<file path="src/rtl/bosd_pkg.sv">
// Notes on behaviour
// - Each instruction names a register 0..127 in bits 6:0, and bit forms name a bit 0..7 in bits 9:7.
// - The clear-bit op clears the chosen bit of the chosen register in one cycle, flags untouched.
// - The set-bit op sets the chosen bit of the chosen register in one cycle, flags untouched.
// - Read-modify-write ops decode in Q1, read in Q2, process in Q3 and write back in Q4.
// - The test-bit op goes on to the next instruction when the tested bit is one, flags untouched.
// - When the tested bit is zero, the fetched next instruction is dropped and a no-op runs instead.
// - A taken skip adds a second instruction cycle in which all four phases do nothing.
// - The test-bit op decodes in Q1, reads in Q2, evaluates in Q3 and writes nothing in Q4.
// - The increment-skip op adds one to the chosen register.
// - The increment result goes to the accumulator when the destination bit is 0, else to the register.
// - A zero increment result replaces the next instruction by a no-op, flags untouched.
package bosd_pkg;

  // ==========================================================================
  // Widths
  localparam int INSTR_W = 14;
  localparam int DATA_W  = 8;
  localparam int ADDR_W  = 7;
  localparam int BIT_W   = 3;

  // ==========================================================================
  // Field positions of the instruction word
  localparam int F_LSB      = 0;
  localparam int F_MSB      = 6;
  localparam int B_LSB      = 7;
  localparam int B_MSB      = 9;
  localparam int D_POS      = 7;
  localparam int BOP_LSB    = 10;
  localparam int BOP_MSB    = 13;
  localparam int IOP_LSB    = 8;
  localparam int IOP_MSB    = 13;

  // ==========================================================================
  // Opcodes of the top field
  localparam logic [3:0] OPC_CLR = 4'h4;
  localparam logic [3:0] OPC_SET = 4'h5;
  localparam logic [3:0] OPC_TST = 4'h6;
  localparam logic [5:0] OPC_INC = 6'h0f;

  // ==========================================================================
  // Reset values and constants
  localparam logic [DATA_W-1:0]  DATA_RST = 8'h00;
  localparam logic [ADDR_W-1:0]  ADDR_RST = 7'h00;
  localparam logic [BIT_W-1:0]   BIT_RST  = 3'h0;
  localparam logic [DATA_W-1:0]  INC_ONE  = 8'h01;
  localparam logic [DATA_W-1:0]  BIT_ONE  = 8'h01;

  // ==========================================================================
  // Timing: one instruction cycle is four clock phases
  localparam int PHASES_PER_CYCLE = 4;

  // ==========================================================================
  // Enumerations
  typedef enum logic [2:0] {
    OP_NONE,
    OP_CLR,
    OP_SET,
    OP_TST,
    OP_INC
  } bosd_op_e;

  typedef enum logic [1:0] {
    PH_Q1,
    PH_Q2,
    PH_Q3,
    PH_Q4
  } bosd_phase_e;

endpackage

</file>
<file path="src/rtl/bosd_phase.sv">
`timescale 1ns/1ps
`default_nettype none
module bosd_phase
  import bosd_pkg::*;
(
  input  wire logic  clk,      // Core clock
  input  wire logic  rst_b,    // Async reset, active low
  output var  bosd_phase_e phase_r   // Current phase Q1..Q4
);

  // ==========================================================================
  // Phase sequencer
  // Steps Q1 to Q4 and back on every clock
  always_ff @(posedge clk or negedge rst_b) begin
    if (!rst_b) begin
      phase_r <= PH_Q1;
    end else begin
      case (phase_r)
        PH_Q1:   phase_r <= PH_Q2;
        PH_Q2:   phase_r <= PH_Q3;
        PH_Q3:   phase_r <= PH_Q4;
        default: phase_r <= PH_Q1;
      endcase
    end
  end

endmodule
`default_nettype wire

</file>
<file path="src/rtl/bosd_alu.sv">
`timescale 1ns/1ps
`default_nettype none
module bosd_alu
  import bosd_pkg::*;
(
  input  wire bosd_op_e          op,        // Decoded operation
  input  wire logic [DATA_W-1:0] operand,   // Register value read in Q2
  input  wire logic [BIT_W-1:0]  bit_sel,   // Bit index
  output logic      [DATA_W-1:0] result,    // Value to write
  output logic                   bit_val,   // Tested bit
  output logic                   is_zero    // Result is zero
);

  logic [DATA_W-1:0] mask;

  // Data path of the four operations
  always_comb begin
    mask    = BIT_ONE << bit_sel;
    bit_val = |(operand & mask);
    case (op)
      OP_CLR:  result = operand & ~mask;
      OP_SET:  result = operand | mask;
      OP_INC:  result = operand + INC_ONE;
      default: result = operand;
    endcase
    is_zero = (result == DATA_RST);
  end

endmodule
`default_nettype wire

</file>
<file path="src/rtl/bosd_core.sv">
`timescale 1ns/1ps
`default_nettype none
module bosd_core
  import bosd_pkg::*;
(
  input  wire logic               clk,          // Core clock, 250 MHz
  input  wire logic               rst_b,        // Async reset, active low
  input  wire logic [INSTR_W-1:0] instr,        // Fetched word, sampled in Q1
  input  wire logic [DATA_W-1:0]  rd_data,      // Register file read data
  output var  bosd_phase_e        phase_r,      // Current phase
  output logic                    rd_en_r,      // Register read strobe, Q2
  output logic      [ADDR_W-1:0]  file_addr_r,  // Register address
  output logic                    wr_en_r,      // Register write strobe, Q4
  output logic      [DATA_W-1:0]  wr_data_r,    // Register write data
  output logic                    w_we_r,       // Accumulator write strobe, Q4
  output logic      [DATA_W-1:0]  w_data_r,     // Accumulator write data
  output logic                    skip_req_r,   // Next fetch to be dropped, Q4
  output logic                    nop_cycle_r   // Whole cycle is a no-op
);

  // ==========================================================================
  // Internal state
  bosd_op_e          op_r;
  bosd_op_e          op_nxt;
  logic [BIT_W-1:0]  bit_r;
  logic              dest_r;
  logic [DATA_W-1:0] rd_data_r;
  logic [DATA_W-1:0] alu_result;
  logic              alu_bit;
  logic              alu_zero;
  logic              skip_nxt;
  logic              to_file;

  // ==========================================================================
  // Phase sequencer
  bosd_phase u_phase (
    .clk     (clk),
    .rst_b   (rst_b),
    .phase_r (phase_r)
  );

  // ==========================================================================
  // Decode
  // Top field selects one of the four ops
  always_comb begin
    if (nop_cycle_r) begin
      op_nxt = OP_NONE;
    end else if (instr[BOP_MSB:BOP_LSB] == OPC_CLR) begin
      op_nxt = OP_CLR;
    end else if (instr[BOP_MSB:BOP_LSB] == OPC_SET) begin
      op_nxt = OP_SET;
    end else if (instr[BOP_MSB:BOP_LSB] == OPC_TST) begin
      op_nxt = OP_TST;
    end else if (instr[IOP_MSB:IOP_LSB] == OPC_INC) begin
      op_nxt = OP_INC;
    end else begin
      op_nxt = OP_NONE;
    end
  end

  // Latch op and operand fields in Q1
  always_ff @(posedge clk or negedge rst_b) begin
    if (!rst_b) begin
      op_r        <= OP_NONE;
      bit_r       <= BIT_RST;
      dest_r      <= 1'b0;
      file_addr_r <= ADDR_RST;
    end else if (phase_r == PH_Q1) begin
      op_r        <= op_nxt;
      bit_r       <= instr[B_MSB:B_LSB];
      dest_r      <= instr[D_POS];
      file_addr_r <= instr[F_MSB:F_LSB];
    end
  end

  // ==========================================================================
  // Register read
  // Read strobe stands through Q2
  always_ff @(posedge clk or negedge rst_b) begin
    if (!rst_b) begin
      rd_en_r <= 1'b0;
    end else begin
      rd_en_r <= (phase_r == PH_Q1) && (op_nxt != OP_NONE);
    end
  end

  // Capture read data at the end of Q2
  always_ff @(posedge clk or negedge rst_b) begin
    if (!rst_b) begin
      rd_data_r <= DATA_RST;
    end else if (rd_en_r) begin
      rd_data_r <= rd_data;
    end
  end

  // ==========================================================================
  // Process
  bosd_alu u_alu (
    .op      (op_r),
    .operand (rd_data_r),
    .bit_sel (bit_r),
    .result  (alu_result),
    .bit_val (alu_bit),
    .is_zero (alu_zero)
  );

  // Skip decision and destination select
  always_comb begin
    skip_nxt = ((op_r == OP_TST) && !alu_bit)
            || ((op_r == OP_INC) && alu_zero);
    to_file  = (op_r == OP_CLR) || (op_r == OP_SET)
            || ((op_r == OP_INC) && dest_r);
  end

  // ==========================================================================
  // Write back
  // Strobes stand through Q4 only; no flag is ever written
  always_ff @(posedge clk or negedge rst_b) begin
    if (!rst_b) begin
      wr_en_r <= 1'b0;
      w_we_r  <= 1'b0;
    end else begin
      wr_en_r <= (phase_r == PH_Q3) && to_file;
      w_we_r  <= (phase_r == PH_Q3) && (op_r == OP_INC) && !dest_r;
    end
  end

  // Write data, loaded in Q3
  always_ff @(posedge clk or negedge rst_b) begin
    if (!rst_b) begin
      wr_data_r <= DATA_RST;
      w_data_r  <= DATA_RST;
    end else if (phase_r == PH_Q3) begin
      wr_data_r <= alu_result;
      w_data_r  <= alu_result;
    end
  end

  // ==========================================================================
  // Skip control
  // Skip request stands in Q4; next cycle becomes all no-op
  always_ff @(posedge clk or negedge rst_b) begin
    if (!rst_b) begin
      skip_req_r <= 1'b0;
    end else begin
      skip_req_r <= (phase_r == PH_Q3) && skip_nxt;
    end
  end

  // No-op cycle spans Q1..Q4 after a taken skip
  always_ff @(posedge clk or negedge rst_b) begin
    if (!rst_b) begin
      nop_cycle_r <= 1'b0;
    end else if (phase_r == PH_Q4) begin
      nop_cycle_r <= skip_req_r;
    end
  end

  // Helper: bit mask of the latched index
  logic [DATA_W-1:0] chk_mask;
  assign chk_mask = BIT_ONE << bit_r;
endmodule
`default_nettype wire

</file>
<file path="config.mk">
export PLATFORM = sky130hd
export DESIGN_NAME = bosd_core
export DESIGN_NICKNAME = d
export VERILOG_FILES = /design/src/rtl/bosd_pkg.sv /design/src/rtl/bosd_phase.sv /design/src/rtl/bosd_alu.sv /design/src/rtl/bosd_core.sv
export SDC_FILE = /design/constraint.sdc
export NUM_CORES = 1
export LEC_CHECK = 0
export BUFFER_PORTS_ARGS = -buffer_cell sky130_fd_sc_hd__buf_2
export CORE_AREA = 2 2 64 66
export CTS_CLUSTER_DIAMETER = 200
export DETAILED_ROUTE_END_ITERATION = 10
export DIE_AREA = 0 0 66 68
export PLACE_DENSITY = 0.83
export SLEW_MARGIN = 20
export SYNTH_ARGS = -nofsm -noshare
export SYNTH_HDL_FRONTEND = slang
export SYNTH_SLANG_ARGS = --single-unit
</file>
<file path="constraint.sdc">
create_clock -name clk -period 2.4 [get_ports clk]
set_input_delay 0.6 -clock clk [delete_from_list [all_inputs] [get_ports clk]]
set_output_delay 0.6 -clock clk [all_outputs]
set_load 0.01 [all_outputs]
</file>
==> metrics.txt <==
status completed; IO buf count 53; Synth Net Count 231; slowest CP cell ha_1; RSZ-0062 raised after global routing false; CP bufs+invs 2; R2R setup slack 350 ps; FILL cells 331; residual DRC count 0; num rows 23; Top FF cell, synth dfrtp_1; Layout area overhead 14.7%; ratio of cells with drive above 1 in the final layout 38.3%; HP Class input port to async pin; final slew viol count 0; CP peak stage delay 440 ps; via count 1741; initial antenna violation count 0; Startpoint Class flop; total iterations of the first detailed-routing run 4; setup_tns 0 ps; Lkg Pwr 1.09 nW; cell count after placement 285; diodes inserted 0; CP arrival 2250 ps; Seq/Total Area, Yosys 43.1%; CTS hold repair buffers 0; Clock Latency Late Sink 290 ps; Sink Count 36; multi-input logic area 1030 um2; ys async rst share 100%; setup bufs post-CTS 0; H-tree depth 2; final hold vios 0; synthesized flop and latch total 36; register area 901 um2; vias per cell 5.94; Final Skew 8.17 ps; largest net degree at the start of global routing 37; ordered cell list for the critical path inv_1, ha_1, inv_1, or4_1, a211o_1, o31ai_2; fin nets 270; Setup Crit Path Kind flop to flop; first-pass GRT wire length 7.11 mm; Initial Utilization 54.3%; DR iter-0 viols 48; post-DP HPWL 3.19 mm; clk buf depth 2; fin crit period 2050 ps; crit-path most repeated cell inv_1; Slew @ Worst Pin 778 ps; final WL 4.52 mm; CTS tree done; worst IR drop on VDD 0.448 mV; Post-Syn Area per Cell 10.3 um2; die area 4490 um2; Final setup viols 0; Req. time, crit path 2600 ps; Post-synth EDFFs 0; clk root buf clkbuf_8; routability cong. 0.885; core area 3860 um2; Cell variety after synth 58; Critical Path Sink Type flop; Post-CTS Resized 0; clk slew on worst S/H paths 80 ps; Tcrit/Tclk final 85.3%; Die Y 68 um; final std cells w/o fill 293; power per cell area 663 nW/um2; Max Fanout on Critical Path 12; Slew HR 48.1%; Reg2Reg Depth 6; IO Count 54; Post-Syn Area 2090 um2; Fmax 489 MHz; CP delay by family, top adder cells; MaxCap Viol Count 0; Ys Warns 0; clock buffer count from CTS 5; Synth Instances 203; DRT antenna net count 0; wire length per cell 15.4 um; total track usage 21.1%; grt ovf 0; RR Endpoint skip_req_r; RR Startpoint u_phase.phase_r[0]; Die X 66 um; vias in the first global route 1486
[layout by cell type, fill, tap and decap left out, types with 3 or more instances in the layout]
| master | n |
|---|---|
| nand4_1 | 5 |
| a41oi_1 | 3 |
| buf_2 | 53 |
| nor3_1 | 5 |
| ha_1 | 4 |
| inv_1 | 8 |
| a31oi_1 | 4 |
| nand2_1 | 11 |
| nand3_1 | 8 |
| mux2_2 | 20 |
| nand2b_1 | 4 |
| o21ai_0 | 12 |
| nor2b_1 | 4 |
| nor2_1 | 10 |
| clkbuf_8 | 5 |
| dfrtp_1 | 36 |
[worst reg2reg max path, delay by kind of cell, from the launching register on]
kind            cells  cell delay (ps)
fa+ha+maj           1              450
simple gates        1              440
flops               1              390
compound gates      2              350
buf+inv             2              340
[through the flow]
| step | util, % | hold WS (ps) | worst slack (ps) | instance area (um2) | power, W |
|---|---|---|---|---|---|
| CTS | 62.2 | 414 | 365 | 2400 | 0.00160 |
| global placement | 59.4 | 476 | 361 | 2290 | 0.00106 |
| global route | 62.2 | 453 | 216 | 2400 | 0.00168 |
| floorplan | - | 304 | 726 | 2090 | 0.000980 |
| finish | 62.2 | 387 | 354 | 2400 | 0.00159 |
| detailed placement | 59.4 | 489 | 416 | 2290 | 0.00107 |
[how the worst max path moves through the flow]
stage | startpoint | end | slack, ps | cells past startpoint
final | u_phase.phase_r[0] | skip_req_r | 350 | 6
after floorplan | u_phase.phase_r[0] | bit_r[2] | 730 | 5
after global routing | u_phase.phase_r[0] | skip_req_r | 220 | 6
after global placement | u_phase.phase_r[0] | skip_req_r | 360 | 6
after detailed placement | u_phase.phase_r[0] | skip_req_r | 420 | 6
after CTS | u_phase.phase_r[0] | skip_req_r | 370 | 6
[final cells by class]
type | count | area share [%]
inverter | 9 | 1.41
timing repair buffer | 53 | 11.1
clock inverter | 2 | 1.46
clock buffer | 6 | 3.03
sequential | 36 | 37.6
tap | 50 | 2.61
multi-input combinational | 137 | 42.9
[cell usage after synthesis, types with 2 or more instances]
cell type	instances	area [um2]
inv_1	8	30.0
dfrtp_1	36	901
nor2b_1	4	25.0
a311oi_1	2	17.5
and3_1	2	12.5
buf_2	4	20.0
nor4b_1	2	17.5
nor3_1	5	25.0
a21oi_1	2	10.0
nand4_1	5	31.3
nor4_1	2	12.5
nand2_1	11	41.3
mux2_2	20	225
a21o_1	2	15.0
nand2b_1	4	25.0
xor2_1	2	17.5
o21ai_0	12	60.1
ha_1	4	50.1
a31oi_1	4	25.0
clkbuf_1	4	15.0
nand4b_1	2	17.5
a41oi_1	3	26.3
nand3_1	8	40.0
nor2_1	10	37.5
buf_4	12	90.1
[where the power goes]
part           switching, W  total (W)  internal (W)
sequential        0.0000971   0.000765      0.000667
clock              0.000216   0.000525      0.000308
combinational      0.000151   0.000301      0.000149
total              0.000465    0.00159       0.00112
[flip-flops by register name (all words and copies together) (netlist names)]
signal,cells
rd_data_r,8
w_data_r,8
file_addr_r,7
bit_r,3
op_r,3
u_phase.phase_r,2
nop_cycle_r,1
rd_en_r,1
skip_req_r,1
w_we_r,1
wr_en_r,1
[routing by layer]
metal | vias up | wire, um | share of wire, % | track usage, %
met5 | - | 0 | 0 | 0
met4 | 0 | 55 | 1.2 | 6.89
met3 | 8 | 405 | 9.0 | 6.25
met2 | 78 | 2150 | 48 | 32.2
met1 | 828 | 1900 | 42 | 29.0
li1 | 827 | - | - | -
[kinds of logic after synthesis]
kind of cell,count (synthesis),share of synthesized area [%]
AND/OR/NAND/NOR,66,19.1
AO/OA/AOI/OAI,44,15.5
flip-flops,36,43.1
buffers and inverters,30,7.77
multiplexers,21,11.3
adder cells (fa/ha/maj),4,2.39
XOR/XNOR,2,0.837
No activity file was read; power rests on OpenSTA's default activity.
